### src/verilog/csrsw_map.svh
// Register offsets, field positions and reset values of the swap and ROM header registers
// How it works
// - Done flag in control bit 31 sets when a compare-swap finishes.
// - Any write to the control register clears the done flag.
// - Selector bits 1:0 pick manager id, bandwidth, channels high, channels low.
// - Control bits 30:2 always read as zero.
// - Compare expected operand with resource; on match store new operand there.
// - An attached serial ROM loads the 16-bit check value field.
// - Remote reads of the first ROM quadlet return the header register.
// - Bus name register at 1Ch is read-only, fixed ASCII 1394.
// - Bus name register answers remote reads of bus info block quadlet zero.
`ifndef CSRSW_MAP_SVH
`define CSRSW_MAP_SVH
`define CSRSW_OFF_EXPECTED   8'h10
`define CSRSW_OFF_NEW        8'h0C
`define CSRSW_OFF_CONTROL    8'h14
`define CSRSW_OFF_HEADER     8'h18
`define CSRSW_OFF_BUSNAME    8'h1C
`define CSRSW_OFF_IRQ_STATUS 8'h40
`define CSRSW_OFF_IRQ_MASK   8'h44
`define CSRSW_OFF_RES_BASE   8'h50
`define CSRSW_DONE_BIT       31
`define CSRSW_SEL_MSB        1
`define CSRSW_CHECK_MSB      15
`define CSRSW_BUS_NAME       32'h31333934
`define CSRSW_HEADER_RESET   32'h00000000
`define CSRSW_RES_MGR_RESET  32'h0000003F
`define CSRSW_RES_BW_RESET   32'h00001333
`define CSRSW_RES_CH_RESET   32'hFFFFFFFF
`define CSRSW_REMOTE_ROM0    2'h0
`define CSRSW_REMOTE_INFO0   2'h1
`endif

### src/verilog/csrsw_pkg.sv
// Types shared by the swap and ROM header register block
package csrsw_pkg;
    typedef enum logic [1:0] {
        CSRSW_RES_MANAGER,
        CSRSW_RES_BANDWIDTH,
        CSRSW_RES_CHAN_HI,
        CSRSW_RES_CHAN_LO
    } csrsw_res_t;
    typedef struct packed {
        logic        wr;
        logic        rd;
        logic [7:0]  addr;
        logic [31:0] wdata;
    } csrsw_bus_req_t;
    typedef struct packed {
        logic        valid;
        logic [1:0]  which;
    } csrsw_remote_req_t;
    typedef enum {
        CSRSW_IDLE,
        CSRSW_COMPARE
    } csrsw_state_t;
endpackage

### src/verilog/csrsw_regs.sv
// Compare-swap control, ROM header and bus name registers with host port
//
// The implementer's own choice: the strobed register port.
`timescale 1ns/1ps
`include "csrsw_map.svh"
module csrsw_regs
    import csrsw_pkg::*;
(
    // Clock and reset
    input  wire logic        clock,
    input  wire logic        rstn,
    // Host register port
    input  wire logic [7:0]  reg_addr,
    input  wire logic [31:0] reg_wdata,
    input  wire logic        reg_wr,
    input  wire logic        reg_rd,
    output logic      [31:0] reg_rdata,
    // Remote quadlet reads
    input  wire logic        remote_rd,
    input  wire logic [1:0]  remote_which,
    output logic      [31:0] remote_rdata,
    output logic             remote_valid,
    // Serial ROM loader
    input  wire logic        serial_rom_present,
    input  wire logic        serial_rom_valid,
    input  wire logic [15:0] serial_rom_check,
    // Status
    output logic             swap_busy,
    output logic             irq
);
    csrsw_bus_req_t    bus;
    csrsw_remote_req_t rem;
    csrsw_state_t      state_reg;
    csrsw_res_t        sel_reg;
    logic              done_reg;
    logic       [31:0] expected_reg;
    logic       [31:0] new_reg;
    logic       [31:0] header_reg;
    logic       [31:0] res_value [4];
    logic       [3:0]  res_go;
    logic              load_pulse;
    logic       [15:0] load_value;
    logic       [1:0]  irq_status_reg;
    logic       [1:0]  irq_mask_reg;
    logic       [1:0]  irq_event;
    logic              swap_finish;
    logic       [31:0] rd_next;

    assign bus = '{wr: reg_wr, rd: reg_rd, addr: reg_addr, wdata: reg_wdata};
    assign rem = '{valid: remote_rd, which: remote_which};

    // Operand registers
    always_ff @(posedge clock) begin
        if (!rstn) begin
            expected_reg <= 32'h00000000;
            new_reg      <= 32'h00000000;
        end else if (bus.wr && bus.addr == `CSRSW_OFF_EXPECTED) begin
            expected_reg <= bus.wdata;
        end else if (bus.wr && bus.addr == `CSRSW_OFF_NEW) begin
            new_reg <= bus.wdata;
        end
    end

    // Selector latches with each control write
    always_ff @(posedge clock) begin
        if (!rstn) begin
            sel_reg <= CSRSW_RES_MANAGER;
        end else if (bus.wr && bus.addr == `CSRSW_OFF_CONTROL) begin
            sel_reg <= csrsw_res_t'(bus.wdata[`CSRSW_SEL_MSB:0]);
        end
    end

    // Swap sequencer: write starts, compare/store takes one cycle
    always_ff @(posedge clock) begin
        if (!rstn) begin
            state_reg <= CSRSW_IDLE;
        end else begin
            unique case (state_reg)
                CSRSW_IDLE: begin
                    if (bus.wr && bus.addr == `CSRSW_OFF_CONTROL) begin
                        state_reg <= CSRSW_COMPARE;
                    end
                end
                CSRSW_COMPARE: begin
                    // A second control write here restarts the swap
                    if (!(bus.wr && bus.addr == `CSRSW_OFF_CONTROL)) begin
                        state_reg <= CSRSW_IDLE;
                    end
                end
            endcase
        end
    end

    assign swap_finish = (state_reg == CSRSW_COMPARE) && !(bus.wr && bus.addr == `CSRSW_OFF_CONTROL);

    // Done flag resets to one; finish in the same cycle as a write cannot occur
    always_ff @(posedge clock) begin
        if (!rstn) begin
            done_reg <= 1'b1;
        end else if (bus.wr && bus.addr == `CSRSW_OFF_CONTROL) begin
            done_reg <= 1'b0;
        end else if (swap_finish) begin
            done_reg <= 1'b1;
        end
    end

    always_ff @(posedge clock) begin
        if (!rstn) begin
            swap_busy <= 1'b0;
        end else begin
            swap_busy <= (bus.wr && bus.addr == `CSRSW_OFF_CONTROL) || (state_reg == CSRSW_COMPARE && !swap_finish);
        end
    end

    // Resource words, one swapped per operation
    always_comb begin
        res_go = 4'h0;
        res_go[sel_reg] = swap_finish;
    end

    csrsw_resource #(.RESET_VALUE(`CSRSW_RES_MGR_RESET)) u_res_mgr (
        .clock               (clock),
        .rstn                (rstn),
        .swap_go             (res_go[0]),
        .swap_expected_value (expected_reg),
        .swap_new_value      (new_reg),
        .value_reg           (res_value[0])
    );
    csrsw_resource #(.RESET_VALUE(`CSRSW_RES_BW_RESET)) u_res_bw (
        .clock               (clock),
        .rstn                (rstn),
        .swap_go             (res_go[1]),
        .swap_expected_value (expected_reg),
        .swap_new_value      (new_reg),
        .value_reg           (res_value[1])
    );
    csrsw_resource #(.RESET_VALUE(`CSRSW_RES_CH_RESET)) u_res_hi (
        .clock               (clock),
        .rstn                (rstn),
        .swap_go             (res_go[2]),
        .swap_expected_value (expected_reg),
        .swap_new_value      (new_reg),
        .value_reg           (res_value[2])
    );
    csrsw_resource #(.RESET_VALUE(`CSRSW_RES_CH_RESET)) u_res_lo (
        .clock               (clock),
        .rstn                (rstn),
        .swap_go             (res_go[3]),
        .swap_expected_value (expected_reg),
        .swap_new_value      (new_reg),
        .value_reg           (res_value[3])
    );

    csrsw_check_loader u_loader (
        .clock              (clock),
        .rstn               (rstn),
        .serial_rom_present (serial_rom_present),
        .serial_rom_valid   (serial_rom_valid),
        .serial_rom_check   (serial_rom_check),
        .load_reg           (load_pulse),
        .check_reg          (load_value)
    );

    // Header; serial ROM load wins over a host write of the check field
    always_ff @(posedge clock) begin
        if (!rstn) begin
            header_reg <= `CSRSW_HEADER_RESET;
        end else begin
            if (bus.wr && bus.addr == `CSRSW_OFF_HEADER) begin
                header_reg <= bus.wdata;
            end
            if (load_pulse) begin
                header_reg[`CSRSW_CHECK_MSB:0] <= load_value;
            end
        end
    end

    // Interrupts: bit0 swap done, bit1 check value loaded; set beats clear
    assign irq_event = {load_pulse, swap_finish};

    always_ff @(posedge clock) begin
        if (!rstn) begin
            irq_status_reg <= 2'h0;
        end else if (bus.wr && bus.addr == `CSRSW_OFF_IRQ_STATUS) begin
            irq_status_reg <= (irq_status_reg & ~bus.wdata[1:0]) | irq_event;
        end else begin
            irq_status_reg <= irq_status_reg | irq_event;
        end
    end

    always_ff @(posedge clock) begin
        if (!rstn) begin
            irq_mask_reg <= 2'h0;
        end else if (bus.wr && bus.addr == `CSRSW_OFF_IRQ_MASK) begin
            irq_mask_reg <= bus.wdata[1:0];
        end
    end

    always_ff @(posedge clock) begin
        if (!rstn) begin
            irq <= 1'b0;
        end else begin
            irq <= |(irq_status_reg & irq_mask_reg);
        end
    end

    // Host read mux; unmapped offsets read zero
    always_comb begin
        rd_next = 32'h00000000;
        unique case (bus.addr)
            `CSRSW_OFF_NEW:        rd_next = new_reg;
            `CSRSW_OFF_EXPECTED:   rd_next = expected_reg;
            `CSRSW_OFF_CONTROL:    rd_next = {done_reg, 29'h00000000, sel_reg};
            `CSRSW_OFF_HEADER:     rd_next = header_reg;
            `CSRSW_OFF_BUSNAME:    rd_next = `CSRSW_BUS_NAME;
            `CSRSW_OFF_IRQ_STATUS: rd_next = {30'h00000000, irq_status_reg};
            `CSRSW_OFF_IRQ_MASK:   rd_next = {30'h00000000, irq_mask_reg};
            8'h50:                 rd_next = res_value[0];
            8'h54:                 rd_next = res_value[1];
            8'h58:                 rd_next = res_value[2];
            8'h5C:                 rd_next = res_value[3];
            default:               rd_next = 32'h00000000;
        endcase
    end

    always_ff @(posedge clock) begin
        if (!rstn) begin
            reg_rdata <= 32'h00000000;
        end else if (bus.rd) begin
            reg_rdata <= rd_next;
        end else begin
            reg_rdata <= 32'h00000000;
        end
    end

    // Remote quadlet reads
    always_ff @(posedge clock) begin
        if (!rstn) begin
            remote_rdata <= 32'h00000000;
            remote_valid <= 1'b0;
        end else begin
            remote_valid <= rem.valid;
            if (rem.valid && rem.which == `CSRSW_REMOTE_ROM0) begin
                remote_rdata <= header_reg;
            end else if (rem.valid && rem.which == `CSRSW_REMOTE_INFO0) begin
                remote_rdata <= `CSRSW_BUS_NAME;
            end else begin
                remote_rdata <= 32'h00000000;
            end
        end
    end
endmodule

### src/verilog/csrsw_resource.sv
// One bus-management resource word updated by compare-swap
`timescale 1ns/1ps
`include "csrsw_map.svh"
module csrsw_resource
    import csrsw_pkg::*;
#(
    parameter logic [31:0] RESET_VALUE = 32'h00000000
) (
    // Clock and reset
    input  wire logic        clock,
    input  wire logic        rstn,
    // Swap request
    input  wire logic        swap_go,
    input  wire logic [31:0] swap_expected_value,
    input  wire logic [31:0] swap_new_value,
    // Current value
    output logic      [31:0] value_reg
);
    always_ff @(posedge clock) begin
        if (!rstn) begin
            value_reg <= RESET_VALUE;
        end else if (swap_go && value_reg == swap_expected_value) begin
            value_reg <= swap_new_value;
        end
    end
endmodule

### src/verilog/csrsw_check_loader.sv
// Takes the ROM check value from an attached serial ROM loader
`timescale 1ns/1ps
`include "csrsw_map.svh"
module csrsw_check_loader
    import csrsw_pkg::*;
(
    // Clock and reset
    input  wire logic        clock,
    input  wire logic        rstn,
    // Serial ROM side
    input  wire logic        serial_rom_present,
    input  wire logic        serial_rom_valid,
    input  wire logic [15:0] serial_rom_check,
    // Load strobe and value
    output logic             load_reg,
    output logic      [15:0] check_reg
);
    always_ff @(posedge clock) begin
        if (!rstn) begin
            load_reg  <= 1'b0;
            check_reg <= 16'h0000;
        end else begin
            load_reg <= serial_rom_present && serial_rom_valid;
            if (serial_rom_present && serial_rom_valid) begin
                check_reg <= serial_rom_check;
            end
        end
    end
endmodule

### config.mk
export PLATFORM = sky130hd
export DESIGN_NAME = csrsw_regs
export DESIGN_NICKNAME = d
export VERILOG_FILES = /design/src/verilog/csrsw_pkg.sv /design/src/verilog/csrsw_regs.sv /design/src/verilog/csrsw_resource.sv /design/src/verilog/csrsw_check_loader.sv
export VERILOG_INCLUDE_DIRS = /design/src /design/src/verilog
export SDC_FILE = /design/constraint.sdc
export NUM_CORES = 1
export LEC_CHECK = 0
export BUFFER_PORTS_ARGS = -buffer_cell sky130_fd_sc_hd__buf_4
export CAP_MARGIN = 20
export CORE_MARGIN = 8
export CORE_UTILIZATION = 55
export CTS_CLUSTER_SIZE = 14
export DETAILED_ROUTE_END_ITERATION = 8
export GPL_TIMING_DRIVEN = 0
export PLACE_DENSITY = 0.85
export SYNTH_ARGS = -nofsm -noshare
export SYNTH_HDL_FRONTEND = slang
export SYNTH_SLANG_ARGS = --single-unit
### constraint.sdc
create_clock -name clock -period 2.99 [get_ports clock]
set_input_delay 0.4485 -clock clock [delete_from_list [all_inputs] [get_ports clock]]
set_output_delay 0.4485 -clock clock [all_outputs]
set_load 0.005 [all_outputs]
==> metrics.cfg, run 1 <==
[status]
status=finished, final reports clean

[sta]
relSlewSlack=0.356
tns_ns=0
rsz0062_at_grt=no
period_minus_slack_ns=2.96
tightestPinTransition_ns=0.966
fmaxAchievable_mhz=338
clock_skew_ns=0.00839
hold_violations=0
period_share=0.989
slew_viol_final=0
finalSetupViolCount=0

[clocking]
cts_sinks=316
cts_buffers=34
path_clk_slew_ns=0.06
clk_path_buf_depth=3
clk_latency_ns=0.52
cts.htree.levels=2
cts_tree=built
post_cts_buffers=0
cts-root-buf=clkbuf_16

[floorplanning]
start_util=0.553
ios=132
dieArea_um2=32300
die_h_um=180
rows=60
die_w_um=180
coreArea_um2=26700

[yosys]
synthMuxAreaShare=0.124
avgSynthCellArea_um2=9.07
synthFlopType=dfxtp_1
synth_top_family_by_area=simple AND/OR/NAND/NOR gates
async_reset_ff_frac=0
synthTopCellsByArea=dfxtp_1, mux2i_1, nand2_1
synth-simple-area-share=0.193
synthAdderAreaFrac=0.00254
synth_xor_area_frac=0.0766
ys_warn_count=0
synth_top_area_share=0.429
synth_nets=1695
synth_edf_count=0
synth_compound_area_frac=0.133
syn_inst=1627
synth_cell_types=56
yosysSeqAreaShare=0.429
syn_area_um2=14800
synth_area_leader_cell=dfxtp_1
ys_ff_latch=316

[detailed_routing]
drt_pre_antenna_iters=8
remaining_drc_errors=0
routedWlPerCell_um=25.3
drt_iter0_markers=2211
vias=13600
ant_nets=0
wl_um=54400
viasPerCell=6.30

[grt]
grt_use_total=0.324
antenna_found_initial=1
grt_pass1_vias=13200
overflow=0
grt_max_degree=20
grt_first_pass_wirelength_um=81400

[worst_hold_path]
min_path_type=primary input to register
min_path_cells=3
hold_start=remote_which[0]

[critical_path]
startpoint=reg_addr[3]
end_kind=register
critPathRequiredTime_ns=3.43
reg2reg_depth=7
start_kind=primary input
rr_startpoint=expected_reg[24]
crit_type=primary input to register
crit_arrival_ns=3.40
path_max_fanout=10

[flow_run]
cap_violations=0

[placement]
dpl_cell_area_um2=16100
port_buffers=127
place_hpwl_um=41600
gp_congestion=1.05

[power]
ir_drop_v=0.000397
power_density_nw_per_um2=530
power.leakage_uw=0.00624

[finish]
area_growth_syn_to_layout_pct=17.5
fin_area_um2=17300
antenna_cells=0
drive_above_1_share=0.150
seq_area_um2=6330
nFillCells=2127
final_nets=1857
multi_input_area_um2=7830

==> synth_stat cells (all sizes together) (2+ instances only) <==
master     n
a21boi    98
a21o       4
a21oi     45
a221oi     2
a222oi    13
a22o      16
a22oi     43
a31oi     17
a32oi      2
and2      26
and3       3
buf       38
clkbuf   106
dfxtp    316
ha         3
inv        3
mux2      22
mux2i    138
mux4       9
nand2    310
nand3      7
nand4     15
nand4b     2
nor2      49
nor2b    117
nor3       5
nor4      26
nor4b      4
o21a       6
o21ai     24
o221a      3
o2bb2ai    2
or2       13
or4        2
xnor2     42
xor2      87
==> logic make-up (layout without fill, tap and decap cells) <==
| kind of cell | after synthesis | in the layout |
|---|---|---|
| simple gates | 585 | 585 |
| flops | 316 | 316 |
| compound gates | 277 | 277 |
| mux | 169 | 169 |
| buf+inv | 148 | 336 |
| xor+xnor | 129 | 129 |
| fa+ha+maj | 3 | 3 |
==> repair_timing <==
action                                  CTS  global route
gates resized for setup                   3             6
cloned                                    0             0
endpoints found under the setup margin   75            96
hold buffers                              0             0
pin swaps                                 0             1
==> report_power, final <==
part           switching, uW  leakage (uW)  internal, uW
registers               35.6       0.00255          4250
clock network           1780      0.000573          2600
logic                    311       0.00311           204
==> metal layers <==
layer / track usage / up-vias / routed length (um)
li1: - / 5868 / -
met1: 0.415 / 6498 / 21600
met5: 0 / - / 8
met3: 0.0643 / 248 / 5610
met4: 0.171 / 2 / 3600
met2: 0.511 / 968 / 23700
==> cell usage in the layout, fill, tap and decap left out, drive strengths merged, types with 6 or more instances in the layout <==
master    n
o21ai    24
and2     26
a22o     16
clkinv    7
a21oi    45
a21boi   98
mux4      9
a31oi    17
a222oi   13
buf     162
o21a      6
xnor2    42
nor4     26
nand3     7
nor2b   117
mux2i   138
mux2     22
nor2     49
nand2   310
clkbuf  157
nand4    15
dfxtp   316
or2      13
xor2     87
a22oi    43
inv       6
==> layout make-up <==
class	count	share of cell area
multi-input combinational	1163	0.452
sequential	316	0.365
clock buffer	49	0.0575
timing repair buffer	127	0.0550
buffer	143	0.0354
tap	341	0.0246
clock inverter	13	0.00953
inverter	4	0.000866
==> path summary, 6_finish.rpt <==
path | to | slack (ns)
worst min-delay path | remote_rdata[2] | 0.18
worst max-delay path | u_res_mgr.value_reg[7] | 0.03
worst min register to register | u_loader.check_reg[1] | 0.46
worst max register to register | u_res_hi.value_reg[28] | 0.13
==> per-stage QoR <==
step | cells | power, uW | utilization | hold slack, ns | setup WS (ns)
finish | 2156 | 9180 | 0.650 | 0.182 | 0.0342
global route | 2156 | 9390 | 0.650 | 0.188 | 0.000575
CTS | 2156 | 9170 | 0.650 | 0.175 | 0.00921
detailed placement | 2095 | 4870 | 0.605 | 0.455 | -0.641
global placement | 2095 | 4860 | 0.605 | 0.450 | -0.582
floorplan | 1627 | 4630 | - | 0.440 | 0.263
==> worst max-delay path, cell delays in order <==
cell      delay [ns]
clkbuf_2        0.15
or3_1           0.39
clkbuf_1        0.25
nor2_4          0.35
nand3_1         0.29
ha_2            0.36
nor4b_1         0.18
nand4_1         0.33
clkbuf_4        0.39
mux2i_1         0.24
Power figures use the tool's default switching activity.
==> run 2, diff against run 1 <==
--- a/config.mk
+++ b/config.mk
@@ -8,12 +8,14 @@
 export LEC_CHECK = 0
 export BUFFER_PORTS_ARGS = -buffer_cell sky130_fd_sc_hd__buf_4
 export CAP_MARGIN = 20
+export CELL_PAD_IN_SITES_DETAIL_PLACEMENT = 1
+export CELL_PAD_IN_SITES_GLOBAL_PLACEMENT = 1
 export CORE_MARGIN = 8
-export CORE_UTILIZATION = 55
+export CORE_UTILIZATION = 46
 export CTS_CLUSTER_SIZE = 14
 export DETAILED_ROUTE_END_ITERATION = 8
 export GPL_TIMING_DRIVEN = 0
-export PLACE_DENSITY = 0.85
+export PLACE_DENSITY = 0.9
 export SYNTH_ARGS = -nofsm -noshare
 export SYNTH_HDL_FRONTEND = slang
 export SYNTH_SLANG_ARGS = --single-unit
==> run 2 against run 1 <==
  * Clock skew grew 0.0073 ns
  * Sequential power hardly changed
  * Design area up 0.99%
  * Clock-buffer cell count is 2 higher
  * Hold slack worse by 0.012 ns
  * Highest routed layer unchanged
  * Total power is 2.8% higher
  * Non-clock buffer count grew 2
  * Critical path depth is 1 lower
  * Clock power grew 5.3%
  * Sequential share of layout area shrank 0.36 points
  * Cell count is 3.0% higher
  * Largest cell class unchanged
  * Critical endpoint is now u_res_mgr.value_reg[13]
  * Core utilization is 9.6 points lower
==> metrics.cfg, run 2 (synthesized netlist as in run 1, its figures left out) <==
[status]
status=finished, final reports clean

[placement]
placed_cells_incl_taps=2156  ; +2.9%
gp_congestion=0.983  ; -6.1%
dpl_cell_area_um2=16200  ; +0.47%
port_buffers=127  ; unchanged
place_hpwl_um=48400  ; +16%
place_ws_ns=-0.841  ; -0.200 ns

[sta]
setup_slack_ns=0.0479  ; +0.0136 ns
fmaxAchievable_mhz=340  ; +0.46%
tns_ns=0  ; unchanged
finalSetupViolCount=0  ; unchanged
period_minus_slack_ns=2.94  ; -0.0136 ns
relSlewSlack=0.290  ; -0.0664
clock_skew_ns=0.0157  ; +0.00735 ns
slew_viol_final=0  ; unchanged
tightestPinTransition_ns=1.07  ; +0.0996 ns
hold_violations=0  ; unchanged
period_share=0.984  ; -0.00456
rsz0062_at_grt=no

[clocking]
cts_sinks=316  ; unchanged
clk_path_buf_depth=3  ; unchanged
cts-root-buf=clkbuf_16
clk_latency_ns=0.54  ; +0.02 ns
cts_hold_buffers=0  ; unchanged
cts_buffers=37  ; +8.8%
cts.htree.levels=2  ; unchanged
path_clk_slew_ns=0.05  ; about the same
cts_tree=built

[power]
ir_drop_v=0.000424  ; +6.7%
power_density_nw_per_um2=539  ; +1.8%
power.leakage_uw=0.00629  ; +0.83%

[detailed_routing]
viasPerCell=6.16  ; -2.2%
vias=13700  ; +0.68%
drt_iter0_markers=1167  ; -47%
routedWlPerCell_um=28.7  ; +14%
ant_nets=0  ; unchanged
wl_um=63800  ; +17%
drt_pre_antenna_iters=6  ; -2
remaining_drc_errors=0  ; unchanged

[grt]
grt_pass1_vias=14400  ; +9.1%
overflow=0  ; unchanged
grt_use_total=0.325  ; +0.000560
antenna_found_initial=1  ; unchanged
grt_use_met2=0.535  ; +0.0243
grt.busiest_layer=met2
grt_max_degree=14  ; -30%
grt_first_pass_wirelength_um=93800  ; +15%
grtUsageMet1=0.400  ; -0.0155
use_met3=0.0579  ; -0.00637

[critical_path]
crit_arrival_ns=3.38  ; -0.02 ns
end_kind=register
critPathRequiredTime_ns=3.43  ; about the same
path_max_fanout=10  ; unchanged
crit_type=primary input to register
rr_startpoint=expected_reg[1]
start_kind=primary input
startpoint=reg_addr[3]

[finish]
utilization=0.555  ; -0.0956
antenna_cells=0  ; unchanged
final_cells=2220  ; +3.0%
drive_above_1_share=0.154  ; +0.00360
layout_commonest_cell=dfxtp_1
area_growth_syn_to_layout_pct=18.7
layout_common_cells=dfxtp_1, nand2_1, buf_4, mux2i_1, nor2b_1
final_nets=1862  ; +0.27%
fin_area_um2=17500  ; +0.99%
nFillCells=3636  ; +71%

[floorplanning]
die_h_um=195  ; +8.5%
dieArea_um2=38100  ; +18%
start_util=0.467  ; -0.0860
coreArea_um2=31600  ; +18%
rows=65  ; +8.3%
ios=132  ; unchanged
die_w_um=195  ; +8.5%

[worst_hold_path]
hold_start=remote_rd
min_path_type=primary input to register

[flow_run]
cap_violations=0  ; unchanged

[run 2: changes by cell type in the layout (fill, tap and decap cells not counted), sizes merged]
cell / delta
clkinv: +2
clkbuf: +1
inv: -2
buf: +3
bufinv: -1
[run 2: routing by layer]
layer | share of wire | routed length (um)
met5 | 0.00020 | 13
met4 | 0.060 | 3810
met3 | 0.071 | 4550
met2 | 0.46 | 29600
met1 | 0.40 | 25800
[run 2: layout make-up]
type	instances	area (um^2)	area share
multi-input combinational	1163	7840	0.448
clock inverter	12	139	0.00794
clock buffer	51	1090	0.0623
inverter	4	15.0	0.000858
sequential	316	6330	0.361
timing repair buffer	130	976	0.0558
buffer	142	611	0.0349
tap	402	503	0.0287
[run 2: path summary, 6_finish.rpt]
path	end	slack (ns)	cells past startpoint
max	u_res_mgr.value_reg[13]	0.05	9
min	remote_valid	0.17	2
max reg2reg	u_res_hi.value_reg[25]	0.09	7
min reg2reg	u_loader.check_reg[15]	0.47	2
[run 2: power by group]
| group | total [uW] | internal [uW] | switching, uW |
|---|---|---|---|
| Sequential | 4290 | 4250 | 38.1 |
| Combinational | 537 | 202 | 335 |
| Clock | 4610 | 2730 | 1890 |
| Total | 9440 | 7180 | 2260 |
[run 2: through the flow]
stage | hold slack (ns) | total power [uW]
floorplan | 0.440 | 4630
global placement | 0.453 | 4880
detailed placement | 0.458 | 4900
CTS | 0.165 | 9440
global route | 0.181 | 9640
finish | 0.169 | 9440
[run 2: worst max-delay path, stage by stage]
cell and delay, ns:
clkbuf_2 0.14, or3_1 0.61, nor2_4 0.38, nand3_1 0.28
ha_1 0.42, nor4b_1 0.22, nand4_1 0.26, clkbuf_4 0.36
mux2i_1 0.26
[run 2: timing repair]
action / in CTS / in global routing
gates cloned: 0 / 0
endpoints found under the setup margin: 120 / 81
resized for setup: 6 / 3
setup buffers: 1 / 2
pin swaps: 3 / 1
hold endpoints to repair: 0 / 0
==> run 3, diff against run 2 <==
--- a/config.mk
+++ b/config.mk
@@ -16,6 +16,8 @@
 export DETAILED_ROUTE_END_ITERATION = 8
 export GPL_TIMING_DRIVEN = 0
 export PLACE_DENSITY = 0.9
+export REMOVE_ABC_BUFFERS = 1
 export SYNTH_ARGS = -nofsm -noshare
 export SYNTH_HDL_FRONTEND = slang
+export SYNTH_HIERARCHICAL = 1
 export SYNTH_SLANG_ARGS = --single-unit
==> run 3 against run 2 <==
  * The run now ends with negative setup slack left
  * Cell count increased by 2.3%
  * Sequential share of layout area decreased by 1.3 points
  * Combinational power increased by 11%
  * Critical endpoint is now u_res_bw/value_reg[2]
  * Largest power group unchanged
==> metrics.cfg, run 3 <==
[yosys]
ys_warn_count=6  ; +6
synth_area_leader_cell=dfxtp_1
syn_area_um2=15600  ; +5.9%
syn_inst=1738  ; +6.8%
synthFlopType=dfxtp_1
yosysSeqAreaShare=0.405  ; -0.0240
async_reset_ff_frac=0  ; unchanged
synth_cell_types=68  ; +21%
synth_top_area_share=0.405  ; -0.0240
synth_edf_count=0  ; unchanged
synthTopCellsByArea=dfxtp_1, mux2i_1, nand2_1
ys_ff_latch=316  ; unchanged
ys_top_cells_by_count=nand2_1, dfxtp_1, nor2b_1
synth_most_common_cell=nand2_1
avgSynthCellArea_um2=8.99  ; -0.83%

[detailed_routing]
viasPerCell=6.16  ; about the same
vias=14000  ; +2.2%
remaining_drc_errors=0  ; unchanged
routedWlPerCell_um=26.1  ; -9.2%
drt_pre_antenna_iters=7  ; +1
wl_um=59200  ; -7.1%
drt_iter0_markers=1282  ; +9.9%
ant_nets=0  ; unchanged

[power]
ir_drop_v=0.000328  ; -23%
power_density_nw_per_um2=535  ; -0.87%
total_power_uw=9710  ; +2.9%
power.leakage_uw=0.00751  ; +19%

[sta]
hold_violations=0  ; unchanged
clock_skew_ns=0.0219  ; +0.00612 ns
period_minus_slack_ns=3.03  ; +0.0917 ns
rsz0062_at_grt=no
finalSetupViolCount=4  ; +4
tns_ns=-0.153  ; -0.153 ns
period_share=1.01  ; +0.0307
tightestPinTransition_ns=1.10  ; +0.0385 ns
setup_slack_ns=-0.0439  ; -0.0917 ns
relSlewSlack=0.261  ; -0.0284
fmaxAchievable_mhz=330  ; -3.0%
slew_viol_final=0  ; unchanged

[clocking]
cts_hold_buffers=0  ; unchanged
cts_tree=built
cts_buffers=36  ; -2.7%
clk_latency_ns=0.54  ; about the same
cts_sinks=316  ; unchanged
clk_path_buf_depth=3  ; unchanged
path_clk_slew_ns=0.07  ; +0.02 ns
cts.htree.levels=2  ; unchanged
cts-root-buf=clkbuf_16

[critical_path]
end_kind=register
r2r_setup_slack_ns=-0.04  ; -0.13 ns
start_kind=register
reg2reg_depth=6  ; -1
crit_type=register to register
path_max_fanout=19  ; +9
crit_arrival_ns=3.47  ; +0.09 ns
critPathRequiredTime_ns=3.43  ; about the same

[finish]
final_nets=1863  ; +0.054%
drive_above_1_share=0.153  ; -0.00144
seq_area_um2=6330  ; unchanged
final_cells=2270  ; +2.3%
antenna_cells=0  ; unchanged
fin_area_um2=18200  ; +3.8%
layout_common_cells=nand2_1, dfxtp_1, nor2b_1, mux2i_1, buf_4
multi_input_area_um2=8530  ; +8.8%
area_growth_syn_to_layout_pct=16.2
nFillCells=3821  ; +5.1%
layout_commonest_cell=nand2_1

[status]
status=complete, but fails checks
violations=negative setup slack

[floorplanning]
coreArea_um2=33500  ; +6.3%
die_w_um=200  ; +2.7%
die_h_um=200  ; +2.7%
ios=132  ; unchanged
start_util=0.466  ; -0.00144
dieArea_um2=40100  ; +5.4%
rows=67  ; +3.1%

[placement]
port_buffers=131  ; +3.1%
placed_cells_incl_taps=2202  ; +2.1%
dpl_cell_area_um2=16800  ; +3.9%
gp_congestion=0.913  ; -7.1%
place_hpwl_um=37500  ; -23%

[grt]
grt_pass1_vias=15100  ; +4.4%
overflow=0  ; unchanged
grt_max_degree=162  ; +148
antenna_found_initial=1  ; unchanged
grt_use_total=0.282  ; -0.0429
grt_first_pass_wirelength_um=89700  ; -4.4%

[flow_run]
cap_violations=0  ; unchanged

[worst_hold_path]
min_path_cells=2  ; unchanged
min_path_type=primary input to register

-- run 3: changes by cell type in the layout (fill, tap and decap cells not counted), moves of 19 or more --
cell / change
clkbuf_1: -104
a21boi_0: -59
a21boi_1: +41
nor2b_1: +39
xnor2_1: -38
xor2_1: +38
nand2_1: +30
a31oi_1: +19
buf_2: -19
-- run 3: critical path: stages (launching register included) --
cell     delay [ns]
dfxtp_1        0.50
xor2_1         0.15
nor4_1         0.61
nand4_1        0.30
or3_2          0.84
buf_12         0.29
mux2i_1        0.21
-- run 3: through the flow --
stage           util  hold WS [ns]  worst slack, ns
6_report       0.542         0.152          -0.0439
5_1_grt        0.542         0.143           0.0418
4_1_cts        0.541         0.142           0.0159
3_5_place_dp   0.502         0.452           -0.769
3_3_place_gp   0.487         0.448            -2.93
2_1_floorplan      -         0.432          -0.0465
-- run 3: logic make-up after synthesis --
logic type / after synthesis / share of synthesized area
mux: 162 / 0.108
compound gates: 290 / 0.132
simple gates: 697 / 0.226
fa+ha+maj: 3 / 0.00240
xor+xnor: 129 / 0.0723
buf+inv: 141 / 0.0541
flops: 316 / 0.405
-- run 3: where the power goes --
group	switching (uW)	internal, uW	total (uW)
Combinational	354	241	594
Sequential	35.0	4250	4290
Clock	1900	2930	4830
-- run 3: cell type report --
type	instances	area share
multi-input cells	1281	0.470
flip-flops and latches	316	0.348
repair buffers	156	0.0798
clock buffers	49	0.0585
well taps	448	0.0309
clock inverters	16	0.0121
inverters	4	0.000827
-- run 3: repair_timing --
action                                  in CTS  in global routing
buffers inserted                             1                  2
gates resized for setup                      3                  1
pin swaps                                    0                  0
endpoints found under the setup margin      90                 35
-- run 3: path summary, 6_finish.rpt --
kind | start | end
setup / recovery | expected_reg[16] | u_res_bw/value_reg[2]
hold / removal | remote_rd | remote_valid
setup reg to reg | expected_reg[16] | u_res_bw/value_reg[2]
hold reg to reg | u_loader/check_reg[11] | u_loader/check_reg[11]
-- run 3: layer usage --
metal,vias up,wire length (um),GRT usage
li1,6063,-,-
met5,-,0,0
met1,6946,22300,0.316
met3,278,5010,0.0695
met2,697,27800,0.472
met4,0,4050,0.184
